$ cat src/iox_cfg.svh
// Constants of the I/O expander: command codes, reset values, timing counts.
// Assumes a 20 MHz core clock; included by bare name.
`ifndef IOX_CFG_SVH
`define IOX_CFG_SVH

// -----------------------------------------------------------------------------
// Command byte register selections
// -----------------------------------------------------------------------------
`define IOX_CMD_LVL_A   3'h0
`define IOX_CMD_LVL_B   3'h1
`define IOX_CMD_OUT_A   3'h2
`define IOX_CMD_OUT_B   3'h3
`define IOX_CMD_DIR_A   3'h4
`define IOX_CMD_DIR_B   3'h5
`define IOX_CMD_MSK_A   3'h6
`define IOX_CMD_MSK_B   3'h7

// -----------------------------------------------------------------------------
// Reset values and target address
// -----------------------------------------------------------------------------
`define IOX_DIR_RESET   8'h00
`define IOX_MSK_RESET   8'h00
`define IOX_ADDR_UPPER  5'h16
`define IOX_ADDR_LO_POS 0
`define IOX_ADDR_HI_POS 1

// -----------------------------------------------------------------------------
// Timing: figures as printed, cycle counts derived from the clock period
// -----------------------------------------------------------------------------
`define IOX_CLK_PERIOD_NS 50
`define IOX_SPIKE_NS      50
`define IOX_TPV_NS        4000
`define IOX_TIV_NS        4000
`define IOX_TIR_NS        4000
`define IOX_SPIKE_CYC ((`IOX_SPIKE_NS + `IOX_CLK_PERIOD_NS - 1) / `IOX_CLK_PERIOD_NS)
`define IOX_TPV_CYC   (`IOX_TPV_NS / `IOX_CLK_PERIOD_NS)
`define IOX_TIV_CYC   (`IOX_TIV_NS / `IOX_CLK_PERIOD_NS)
`define IOX_TIR_CYC   (`IOX_TIR_NS / `IOX_CLK_PERIOD_NS)

`endif

$ cat src/iox_pkg.sv
// Types shared by the I/O expander modules.
// Assumes nothing beyond a SystemVerilog compiler.
package iox_pkg;

  // Serial target sequencer states
  typedef enum logic [3:0] {
    IOX_IDLE, IOX_ADDR, IOX_ADDR_ACK, IOX_CMD, IOX_CMD_ACK,
    IOX_WDATA, IOX_WDATA_ACK, IOX_RDATA, IOX_RACK
  } iox_i2c_state_type;

  // Software-visible writable registers
  typedef struct packed {
    logic [7:0] outA;
    logic [7:0] outB;
    logic [7:0] dirA;
    logic [7:0] dirB;
    logic [7:0] mskA;
    logic [7:0] mskB;
  } iox_regs_type;

endpackage : iox_pkg

$ cat src/iox_line_if.sv
// Carrier for one filtered serial line between the core and its filter.
// Assumes the raw level is already synchronous to the core clock.
`timescale 1ns/100ps
`default_nettype none
interface iox_line_if;
  logic raw;
  logic clean;
  modport filt (input raw, output clean);
  modport user (output raw, input clean);
endinterface : iox_line_if
`default_nettype wire

$ cat src/iox_glitch_filter.sv
// Spike filter for one serial line: a change passes only once it is held.
// Assumes raw is synchronous to core_clk; idles high after reset.
`timescale 1ns/100ps
`default_nettype none
`include "iox_cfg.svh"
module iox_glitch_filter #(
  parameter int unsigned HOLD_CYC = `IOX_SPIKE_CYC
) (
  // Clock and reset
  input  wire logic core_clk,
  input  wire logic rst_n,
  // Filtered line
  iox_line_if.filt  line
);

  typedef struct packed {
    logic [3:0] cnt;
    logic       clean;
  } iox_filt_state_type;

  iox_filt_state_type stQ;
  iox_filt_state_type stD;

  // Accept a new level only after it has stood for HOLD_CYC extra samples
  always_comb begin
    stD = stQ;
    if (line.raw == stQ.clean) begin
      stD.cnt = 4'h0;
    end else if (stQ.cnt == 4'(HOLD_CYC)) begin
      stD.clean = line.raw;
      stD.cnt   = 4'h0;
    end else begin
      stD.cnt = stQ.cnt + 4'h1;
    end
    if (!rst_n) begin
      stD.cnt   = 4'h0;
      stD.clean = 1'b1; // Bus idles high
    end
  end

  always_ff @(posedge core_clk) begin
    stQ <= stD;
  end

  assign line.clean = stQ.clean;
endmodule : iox_glitch_filter
`default_nettype wire

$ cat src/iox_expander.sv
// Sixteen-line I/O expander core behind a two-wire serial target.
// Assumes all pins are synchronous to core_clk; pads resolve out/oe pairs.
//
// Overview of operation
// - Command byte selects one of eight registers
// - Level registers read-only, others read/write
// - Direction and mask registers reset to zero
// - Output defaults from address pins, nibble-wise
// - Low strap gives 0, high strap gives 1
// - Written output value reaches pins within 4us
// - Input change raises alert within 4us
// - Alert drops within 4us of read ack
// - Spikes under 50ns on serial lines ignored
// - Direction bit 1 input, 0 output
// - Mask bit 1 disables change detection
// - Only reading changed bank's level clears alert
// - Bus clear idles interface, alert untouched
`timescale 1ns/100ps
`default_nettype none
`include "iox_cfg.svh"
module iox_expander (
  // Clock and reset
  input  wire logic       core_clk,
  input  wire logic       rst_n,
  // Serial interface
  input  wire logic       busClearN,
  input  wire logic       sclIn,
  input  wire logic       sdaIn,
  output var  logic       sdaOut,
  output var  logic       sdaOe,
  // Address straps
  input  wire logic       addrSelectLo,
  input  wire logic       addrSelectHi,
  // Bank A, open-drain lines
  input  wire logic [7:0] opendrainIn,
  output var  logic [7:0] opendrainOut,
  output var  logic [7:0] opendrainOe,
  // Bank B, push-pull lines
  input  wire logic [7:0] pushpullIn,
  output var  logic [7:0] pushpullOut,
  output var  logic [7:0] pushpullOe,
  // Change alert, open-drain, active low
  output var  logic       changeAlertNOut,
  output var  logic       changeAlertNOe
);

  localparam int TpvCyc = `IOX_TPV_CYC;
  localparam int TivCyc = `IOX_TIV_CYC;
  localparam int TirCyc = `IOX_TIR_CYC;

  typedef struct packed {
    iox_pkg::iox_i2c_state_type st;
    logic [3:0]                 bitCnt;
    logic [7:0]                 shift;
    logic [2:0]                 cmd;
    logic                       mAck;
    logic                       prevScl;
    logic                       prevSda;
    iox_pkg::iox_regs_type      regs;
    logic [7:0]                 lvlA;
    logic [7:0]                 lvlB;
    logic [1:0]                 pend;
    logic                       sdaOe;
    logic [7:0]                 odOe;
    logic [7:0]                 ppOut;
    logic [7:0]                 ppOe;
    logic                       alertOe;
  } iox_core_state_type;

  iox_core_state_type stQ;
  iox_core_state_type stD;
  logic               wrStb;
  logic [2:0]         wrCmd;
  logic [7:0]         wrData;
  logic               clrA;
  logic               clrB;
  logic [1:0]         chgVec;
  logic               scl;
  logic               sda;
  logic               sclRise;
  logic               sclFall;
  logic               startC;
  logic               stopC;
  logic [6:0]         ownAddr;

  // ---------------------------------------------------------------------------
  // Serial line filters
  // ---------------------------------------------------------------------------
  iox_line_if sclLine ();
  iox_line_if sdaLine ();
  assign sclLine.raw = sclIn;
  assign sdaLine.raw = sdaIn;

  iox_glitch_filter #(.HOLD_CYC(`IOX_SPIKE_CYC)) u_sclFilt (
    .core_clk (core_clk),
    .rst_n    (rst_n),
    .line     (sclLine.filt)
  );
  iox_glitch_filter #(.HOLD_CYC(`IOX_SPIKE_CYC)) u_sdaFilt (
    .core_clk (core_clk),
    .rst_n    (rst_n),
    .line     (sdaLine.filt)
  );

  // Line events; START and STOP only while the clock stands high
  assign scl     = sclLine.clean;
  assign sda     = sdaLine.clean;
  assign sclRise = scl & ~stQ.prevScl;
  assign sclFall = ~scl & stQ.prevScl;
  assign startC  = scl & stQ.prevScl & stQ.prevSda & ~sda;
  assign stopC   = scl & stQ.prevScl & ~stQ.prevSda & sda;
  assign ownAddr = {`IOX_ADDR_UPPER, addrSelectHi, addrSelectLo};

  // Read multiplexer over the command selection
  function automatic logic [7:0] rdByte(input iox_core_state_type s, input logic [2:0] c);
    case (c)
      `IOX_CMD_LVL_A: rdByte = s.lvlA;
      `IOX_CMD_LVL_B: rdByte = s.lvlB;
      `IOX_CMD_OUT_A: rdByte = s.regs.outA;
      `IOX_CMD_OUT_B: rdByte = s.regs.outB;
      `IOX_CMD_DIR_A: rdByte = s.regs.dirA;
      `IOX_CMD_DIR_B: rdByte = s.regs.dirB;
      `IOX_CMD_MSK_A: rdByte = s.regs.mskA;
      default:        rdByte = s.regs.mskB;
    endcase
  endfunction : rdByte

  // ---------------------------------------------------------------------------
  // Next-state logic
  // ---------------------------------------------------------------------------
  always_comb begin
    stD         = stQ;
    wrStb       = 1'b0;
    wrCmd       = stQ.cmd;
    wrData      = stQ.shift;
    clrA        = 1'b0;
    clrB        = 1'b0;
    stD.prevScl = scl;
    stD.prevSda = sda;
    // Bus clear wins over everything on the serial side
    if (!busClearN) begin
      stD.st    = iox_pkg::IOX_IDLE;
      stD.sdaOe = 1'b0;
    end else if (startC) begin
      stD.st     = iox_pkg::IOX_ADDR;
      stD.bitCnt = 4'h0;
      stD.sdaOe  = 1'b0;
    end else if (stopC) begin
      stD.st    = iox_pkg::IOX_IDLE;
      stD.sdaOe = 1'b0;
    end else begin
      case (stQ.st)
        iox_pkg::IOX_ADDR, iox_pkg::IOX_CMD, iox_pkg::IOX_WDATA: begin
          if (sclRise) begin
            stD.shift  = {stQ.shift[6:0], sda};
            stD.bitCnt = stQ.bitCnt + 4'h1;
          end else if (sclFall && stQ.bitCnt == 4'h8) begin
            stD.bitCnt = 4'h0;
            stD.sdaOe  = 1'b1;
            if (stQ.st == iox_pkg::IOX_ADDR) begin
              // Foreign address: stay off the bus until the next START
              if (stQ.shift[7:1] == ownAddr) begin
                stD.st = iox_pkg::IOX_ADDR_ACK;
              end else begin
                stD.st    = iox_pkg::IOX_IDLE;
                stD.sdaOe = 1'b0;
              end
              stD.mAck = stQ.shift[0]; // Holds R/W until the ack ends
            end else if (stQ.st == iox_pkg::IOX_CMD) begin
              stD.cmd = stQ.shift[2:0];
              stD.st  = iox_pkg::IOX_CMD_ACK;
            end else begin
              wrStb  = 1'b1;
              stD.st = iox_pkg::IOX_WDATA_ACK;
            end
          end
        end
        iox_pkg::IOX_ADDR_ACK, iox_pkg::IOX_CMD_ACK, iox_pkg::IOX_WDATA_ACK: begin
          if (sclFall) begin
            stD.sdaOe = 1'b0;
            if (stQ.st == iox_pkg::IOX_ADDR_ACK && stQ.mAck) begin
              stD.shift = rdByte(stQ, stQ.cmd);
              stD.sdaOe = ~stD.shift[7];
              stD.st    = iox_pkg::IOX_RDATA;
            end else if (stQ.st == iox_pkg::IOX_ADDR_ACK) begin
              stD.st = iox_pkg::IOX_CMD;
            end else begin
              // Further data bytes rewrite the same register
              stD.st = iox_pkg::IOX_WDATA;
            end
          end
        end
        iox_pkg::IOX_RDATA: begin
          if (sclFall) begin
            if (stQ.bitCnt == 4'h7) begin
              stD.sdaOe  = 1'b0;
              stD.bitCnt = 4'h0;
              stD.st     = iox_pkg::IOX_RACK;
            end else begin
              stD.shift  = {stQ.shift[6:0], 1'b0};
              stD.sdaOe  = ~stQ.shift[6];
              stD.bitCnt = stQ.bitCnt + 4'h1;
            end
          end
        end
        iox_pkg::IOX_RACK: begin
          if (sclRise) begin
            stD.mAck = ~sda;
            clrA     = (stQ.cmd == `IOX_CMD_LVL_A);
            clrB     = (stQ.cmd == `IOX_CMD_LVL_B);
          end else if (sclFall) begin
            if (stQ.mAck) begin
              stD.shift = rdByte(stQ, stQ.cmd);
              stD.sdaOe = ~stD.shift[7];
              stD.st    = iox_pkg::IOX_RDATA;
            end else begin
              stD.st = iox_pkg::IOX_IDLE;
            end
          end
        end
        default: stD.st = iox_pkg::IOX_IDLE;
      endcase
    end

    // Register writes; the level registers ignore writes
    if (wrStb) begin
      case (wrCmd)
        `IOX_CMD_OUT_A: stD.regs.outA = wrData;
        `IOX_CMD_OUT_B: stD.regs.outB = wrData;
        `IOX_CMD_DIR_A: stD.regs.dirA = wrData;
        `IOX_CMD_DIR_B: stD.regs.dirB = wrData;
        `IOX_CMD_MSK_A: stD.regs.mskA = wrData;
        `IOX_CMD_MSK_B: stD.regs.mskB = wrData;
        default:        stD.regs = stQ.regs;
      endcase
    end

    // Change detection on unmasked input lines; a set beats a same-cycle clear
    chgVec[0] = |((opendrainIn ^ stQ.lvlA) & stQ.regs.dirA & ~stQ.regs.mskA);
    chgVec[1] = |((pushpullIn ^ stQ.lvlB) & stQ.regs.dirB & ~stQ.regs.mskB);
    stD.pend  = (stQ.pend & ~{clrB, clrA}) | chgVec;
    stD.lvlA  = opendrainIn;
    stD.lvlB  = pushpullIn;

    // Power-up defaults; straps are sampled while reset is held
    if (!rst_n) begin
      stD.st          = iox_pkg::IOX_IDLE;
      stD.bitCnt      = 4'h0;
      stD.shift       = 8'h00;
      stD.cmd         = 3'h0;
      stD.mAck        = 1'b0;
      stD.sdaOe       = 1'b0;
      stD.pend        = 2'h0;
      stD.regs.outA   = {{4{addrSelectHi}}, {4{addrSelectLo}}};
      stD.regs.outB   = {{4{addrSelectHi}}, {4{addrSelectLo}}};
      stD.regs.dirA   = `IOX_DIR_RESET;
      stD.regs.dirB   = `IOX_DIR_RESET;
      stD.regs.mskA   = `IOX_MSK_RESET;
      stD.regs.mskB   = `IOX_MSK_RESET;
    end

    // Pin drive from the new register values, one cycle after a write
    stD.odOe    = ~stD.regs.dirA & ~stD.regs.outA;
    stD.ppOut   = stD.regs.outB;
    stD.ppOe    = ~stD.regs.dirB;
    stD.alertOe = |stD.pend;
  end

  always_ff @(posedge core_clk) begin
    stQ <= stD;
  end

  // Open-drain outputs only ever pull low
  assign sdaOut          = 1'b0;
  assign sdaOe           = stQ.sdaOe;
  assign opendrainOut    = 8'h00;
  assign opendrainOe     = stQ.odOe;
  assign pushpullOut     = stQ.ppOut;
  assign pushpullOe      = stQ.ppOe;
  assign changeAlertNOut = 1'b0;
  assign changeAlertNOe  = stQ.alertOe;
endmodule : iox_expander
`default_nettype wire

$ cat config.mk
export PLATFORM = sky130hd
export DESIGN_NAME = iox_expander
export DESIGN_NICKNAME = d
export VERILOG_FILES = /design/src/iox_pkg.sv /design/src/iox_line_if.sv /design/src/iox_glitch_filter.sv /design/src/iox_expander.sv
export VERILOG_INCLUDE_DIRS = /design/src /design/src/src
export SDC_FILE = /design/constraint.sdc
export NUM_CORES = 1
export LEC_CHECK = 0
export ABC_AREA = 0
export BUFFER_PORTS_ARGS = -buffer_cell sky130_fd_sc_hd__buf_4
export CAP_MARGIN = 20
export CORE_MARGIN = 2
export CORE_UTILIZATION = 53
export CTS_CLUSTER_DIAMETER = 60
export DETAILED_ROUTE_END_ITERATION = 12
export PLACE_DENSITY = 0.76
export SYNTH_ARGS = -nofsm -noshare
export SYNTH_HDL_FRONTEND = slang
export SYNTH_SLANG_ARGS = --single-unit
$ cat constraint.sdc
create_clock -name core_clk -period 2.7 [get_ports core_clk]
set_input_delay 0.27 -clock core_clk [delete_from_list [all_inputs] [get_ports core_clk]]
set_output_delay 0.27 -clock core_clk [all_outputs]
set_load 0.03 [all_outputs]
==> results_dict.tcl, run 1 <==
set metrics [dict create \
    place.detailed.hpwl_um 10700 \
    synth_ff_type "dfxtp_1" \
    rows 37 \
    cts_buffers 17 \
    max_slew_margin_pct 46.5 \
    cts_root_buffer "clkbuf_8" \
    postSynthAreaPerCell_um2 9.26 \
    drtIter0Drc 342 \
    grt-ovfl-total 0 \
    outcome "completed" \
    ff2ff_path_depth 6 \
    clk_pin_slew_ns 0.06 \
    fmax_mhz 414 \
    drive_above_1_share_pct 19.4 \
    dp.cells 757 \
    power.share.switching_pct 24.8 \
    cp.arrival_ns 2.89 \
    endpoint_kind "flip-flop" \
    crit_path_start_kind "flip-flop" \
    final_cell_mix "dfxtp_1, nor2_1, buf_4" \
    die_w_um 108 \
    period_share_pct 89.5 \
    clock_sinks 116 \
    antenna_found_initial 0 \
    p_clk_share_pct 48.0 \
    slew_viol_final 0 \
    p_int_uw 3250 \
    grtUsageTotal_pct 27.7 \
    wl_per_cell_um 19.1 \
    io_pins 59 \
    num-fill-cells 837 \
    finalCriticalPeriod_ns 2.42 \
    cp_max_fo 16 \
    required_ns 3.17 \
    fin_worst_skew_ns 0.00574 \
    power_per_cell_area_nw_per_um2 639 \
    cp.depth 6 \
    layout.cells.non_filler 807 \
    vias 4870 \
    crit_chain "nand2_1 > or4_4 > nor3_4 > buf_4 > mux2i_1 > nand2b_1" \
    crit_type "flip-flop to flip-flop" \
    viasPerCell 6.03 \
    worstMarginPinSlew_ns 0.801 \
    final_common_cell "dfxtp_1" \
    crit_buf_inv 1 \
    finalHoldViolCount 0 \
    numPortBuffers 48 \
    ys_types 63 \
    peakVddDrop_uv 488 \
    synthToLayoutAreaGrowth_pct 17.9 \
    cts_max_path_buffers 2 \
    synth_area_leaders "dfxtp_1, mux2i_1, nor2_1" \
    async_flop_share_pct 0 \
    power.leakage_uw 0.00262 \
    seqPwrFrac_pct 42.8 \
    seq_area_um2 2400 \
    yosys.area.top_type_share_pct 37.7 \
    ys_seq_area_share_pct 41.8 \
    ctsHtreeMaxLevel 4 \
    antenna_cells 0 \
    dieArea_um2 11700 \
    multiInputGateArea_um2 2920 \
    fin_ws_ns 0.283 \
    start_util_pct 55.1 \
    die_h_um 108 \
    netlist_instances 620 \
    cts_tree "yes" \
    grt_max_degree 44 \
    syn_area_um2 5740 \
    finish.utilization_pct 65.0 \
    yosys.area.top_type "dfxtp_1" \
    power_frac_comb_pct 9.2 \
    max-cap-violations 0 \
    yosysWarnings 0 \
    post-route-drc-count 0 \
    final_nets 687 \
    worstHoldPathCells 3 \
    crit_path_max_incr_delay_ns 0.66 \
    slowest_stage "or4_4" \
    pre_cts_ws_ns 0.333 \
    gp_congestion 0.886 \
    setup_viol 0 \
    synth-edff-count 8 \
    power.switching_uw 1070 \
    firstDrtPassIters 5 \
    grt_pass1_vias 4734 \
    cp_top_family "simple AND/OR/NAND/NOR gates" \
    grt_pass1_wl_um 24700 \
    core_region_area_um2 10400 \
    power_uw 4320 \
    min-delay-path-class "primary input to flip-flop" \
    ys_ff_latch 116 \
    rsz0062_at_grt "no" \
    cts_setup_buffers 0 \
    tns_ns 0 \
    clk_latency_ns 0.53 \
    route.antenna.remaining_nets 0 \
    drt-total-wl_um 15400 \
]
## final cells by class
class | instances | area share, %
clock inverters | 12 | 1.68
flip-flops and latches | 116 | 35.5
repair buffers | 88 | 10.4
inverters | 7 | 0.388
well taps | 136 | 2.51
multi-input cells | 428 | 43.2
clock buffers | 20 | 6.29
## cell usage after synthesis (2+ instances only)
cell type	count
mux4_2	2
o221ai_1	13
or2_2	6
nand3b_1	5
mux2i_1	46
nand3_1	16
a31o_2	11
o2111ai_1	2
dfxtp_1	108
nor2_1	76
xnor2_1	21
ha_1	6
a22oi_1	7
o2bb2ai_1	2
nor3b_1	19
edfxtp_1	8
o21a_1	4
nor4_1	4
a21oi_1	14
buf_2	2
clkbuf_1	37
xor2_1	4
nand2_1	36
inv_1	7
o22ai_1	4
a211oi_1	8
nor2b_1	6
and3_1	3
mux2_2	8
nand2b_1	13
a21o_1	10
nand4b_1	5
buf_4	35
nor4b_1	2
nor3_1	3
nand4_1	8
o21ai_0	7
o211ai_1	5
a31oi_1	11
buf_1	3
o31ai_1	11
## power groups by stage
stage / clock network [uW] / logic [uW] / registers (uW)
final: 2080 / 397 / 1850
after global routing: 2170 / 429 / 1860
after CTS: 2090 / 394 / 1850
after detailed placement: 0 / 372 / 1890
after global placement: 0 / 366 / 1880
after floorplan: 0 / 291 / 1860
## path summary, 6_finish.rpt
check	start	endpoint	slack, ns
max	stQ[110]	pushpullOe[3]	0.28
min	busClearN	stQ[110]	0.08
max reg2reg	stQ[110]	pushpullOe[3]	0.28
min reg2reg	u_sdaFilt.stQ[1]	u_sdaFilt.stQ[1]	0.47
## worst register-to-register path, stage by stage (launching register included)
cell and delay (ns):
dfxtp_1 0.64, nand2_1 0.25, or4_4 0.66, nor3_4 0.19
buf_4 0.23, mux2i_1 0.25, nand2b_1 0.13
## flip-flops by register name, indices dropped and copies added (netlist names)
signal,flops
stQ,69
opendrainOe,8
pushpullOe,8
pushpullOut,8
wrData,8
u_sclFilt.stQ,4
u_sdaFilt.stQ,4
wrCmd,3
changeAlertNOe,1
sdaOe,1
u_sclFilt.line.clean,1
u_sdaFilt.line.clean,1
## cell families (layout without fill, tap and decap cells)
family	after synthesis	in the layout	share of synthesized area (%)
compound gates	117	117	14.9
xor+xnor	25	25	3.81
fa+ha+maj	6	6	1.31
buf+inv	85	127	7.91
flops	116	116	41.8
mux	56	56	10.4
other cells	1	10	0.0653
simple gates	214	214	19.8
## layer usage
layer / up-vias / global-route usage (%) / part of all wire, %
li1: 2258 / - / -
met5: - / 0 / 0
met2: 259 / 44.8 / 49
met3: 39 / 6.57 / 7.7
met1: 2314 / 35.1 / 41
met4: 0 / 12.8 / 3.1
## metrics by stage
stage	area (um^2)	hold slack (ns)
after global routing	6770	0.0942
after global placement	6050	0.390
after floorplan	5780	0.298
final	6770	0.0769
after detailed placement	6050	0.391
after CTS	6770	0.0704
## repair_timing
item	4_1_cts	5_1_grt
hold endpoints to repair	18	0
resized for setup	0	0
hold buffers	18	0
No activity file was read; power rests on OpenSTA's default activity.
==> inputs of run 2 (changes only) <==
--- a/config.mk
+++ b/config.mk
@@ -14,6 +14,7 @@
 export CTS_CLUSTER_DIAMETER = 60
 export DETAILED_ROUTE_END_ITERATION = 12
 export PLACE_DENSITY = 0.76
+export RECOVER_POWER = 50
 export SYNTH_ARGS = -nofsm -noshare
 export SYNTH_HDL_FRONTEND = slang
 export SYNTH_SLANG_ARGS = --single-unit
==> results_dict.tcl, run 2 (synthesis gave the netlist of run 1 again) <==
set metrics [dict create \
    outcome "completed" \
    crit_chain "nand2_1 > or4_4 > nor3_4 > buf_4 > mux2i_1 > nand2b_1" \
    slowest_stage "or4_4" \
    cts_buffers 17 \
    rsz0062_at_grt "no" \
    ctsHtreeMaxLevel 4 \
    antenna_cells 0 \
    core_region_area_um2 10400 \
    tns_ns 0 \
    grt_max_degree 44 \
    period_share_pct 89.5 \
    power.leakage_uw 0.00247 \
    required_ns 3.17 \
    place.detailed.hpwl_um 10700 \
    io_pins 59 \
    hold_start "busClearN" \
    fin_worst_skew_ns 0.00604 \
    cp_max_fo 16 \
    r2r_slack_ns 0.28 \
    dieArea_um2 11700 \
    max_slew_margin_pct 46.3 \
    clock_sinks 116 \
    final_nets 687 \
    drtIter0Drc 354 \
    vias 4872 \
    grt_pass1_wl_um 24700 \
    cts_root_buffer "clkbuf_8" \
    fmax_mhz 414 \
    cts_tree "yes" \
    crit_path_max_incr_delay_ns 0.66 \
    finalCriticalPeriod_ns 2.42 \
    crit_type "flip-flop to flip-flop" \
    max-cap-violations 0 \
    crit_start "stQ[110]" \
    die_h_um 108 \
    grt_pass1_vias 4734 \
    grt-ovfl-total 0 \
    endpoint_kind "flip-flop" \
    finish.instance_area_um2 6610 \
    worstMarginPinSlew_ns 0.805 \
    die_w_um 108 \
    peakVddDrop_uv 489 \
    power_uw 4300 \
    crit-reg2reg-launch "stQ[110]" \
    hold_ws_ns 0.0765 \
    crit_path_start_kind "flip-flop" \
    min-delay-path-class "primary input to flip-flop" \
    post-route-drc-count 0 \
    grtUsageTotal_pct 27.7 \
    synthToLayoutAreaGrowth_pct 15.1 \
    clk_pin_slew_ns 0.06 \
    drt-total-wl_um 15500 \
    drive_above_1_share_pct 13.1 \
    largest_reg_flops 69 \
    firstDrtPassIters 5 \
    regToRegEndpoint "pushpullOe[2]" \
    numPortBuffers 48 \
    antenna_found_initial 0 \
    rows 37 \
    clk_latency_ns 0.53 \
    slew_viol_final 0 \
    finalHoldViolCount 0 \
    viasPerCell 6.04 \
    final_cell_mix "dfxtp_1, nor2_1, mux2i_1" \
    final_common_cell "dfxtp_1" \
    wl_per_cell_um 19.2 \
    cp.arrival_ns 2.89 \
    cts_max_path_buffers 2 \
    ff2ff_path_depth 6 \
    gp_congestion 0.886 \
    route.antenna.remaining_nets 0 \
    start_util_pct 55.1 \
    crit_end "pushpullOe[2]" \
    power_per_cell_area_nw_per_um2 650 \
    setup_viol 0 \
    top_register "stQ" \
    postPlaceCellArea_um2 6050 \
]
run 2: changes by cell type in the layout (fill, tap and decap cells not counted):
cell	previous run	this run
buf_4	70	24
clkbuf_1	3	45
clkbuf_4	0	4
run 2: worst max-delay path, delay by kind of cell, from the launching register on:
kind,cells,cell delay (ns)
and+or+nand+nor,4,1.23
DFF,1,0.63
muxes,1,0.27
buffers and inverters,1,0.23
run 2: through the flow:
stage | cells | worst slack, ns | util [%]
2_1_floorplan | 629 | 0.188 | -
3_3_place_gp | 757 | 0.437 | 58.1
3_5_place_dp | 757 | 0.333 | 58.1
4_1_cts | 807 | 0.309 | 65.0
5_1_grt | 807 | 0.0659 | 63.4
6_report | 807 | 0.283 | 63.4
run 2: how the worst min path moves through the flow:
stage	depth (start not counted)	end	slack, ns
global placement	1	stQ[40]	0.39
global route	3	stQ[110]	0.09
floorplan	0	stQ[28]	0.30
detailed placement	1	stQ[33]	0.39
CTS	3	stQ[110]	0.07
finish	3	stQ[110]	0.08
run 2: cell type report:
class,instances,area [um^2]
tap,136,170
multi-input combinational,428,2920
clock buffer,20,425
fill,886,3810
clock inverter,12,114
timing repair buffer,88,548
sequential,116,2400
inverter,7,26.3
run 2: metal layers:
layer	GRT usage, %	part of all wire [%]
met5	0	0
met3	6.57	6.9
met4	12.8	3.1
met2	44.8	48
met1	35.1	42
run 2: power breakdown:
group | total (uW) | internal [uW] | switching, uW | leakage [uW]
combinational | 369 | 134 | 235 | 0.00125
clock | 2080 | 1290 | 784 | 0.000257
sequential | 1850 | 1800 | 53.5 | 0.000961
run 2: what timing repair did:
action | 4_1_cts | 5_1_grt
endpoints found under the setup margin | 0 | 0
hold buffers | 18 | 0
gates resized for setup | 0 | 0
setup buffers | 0 | 0
endpoints found under the hold margin | 18 | 0
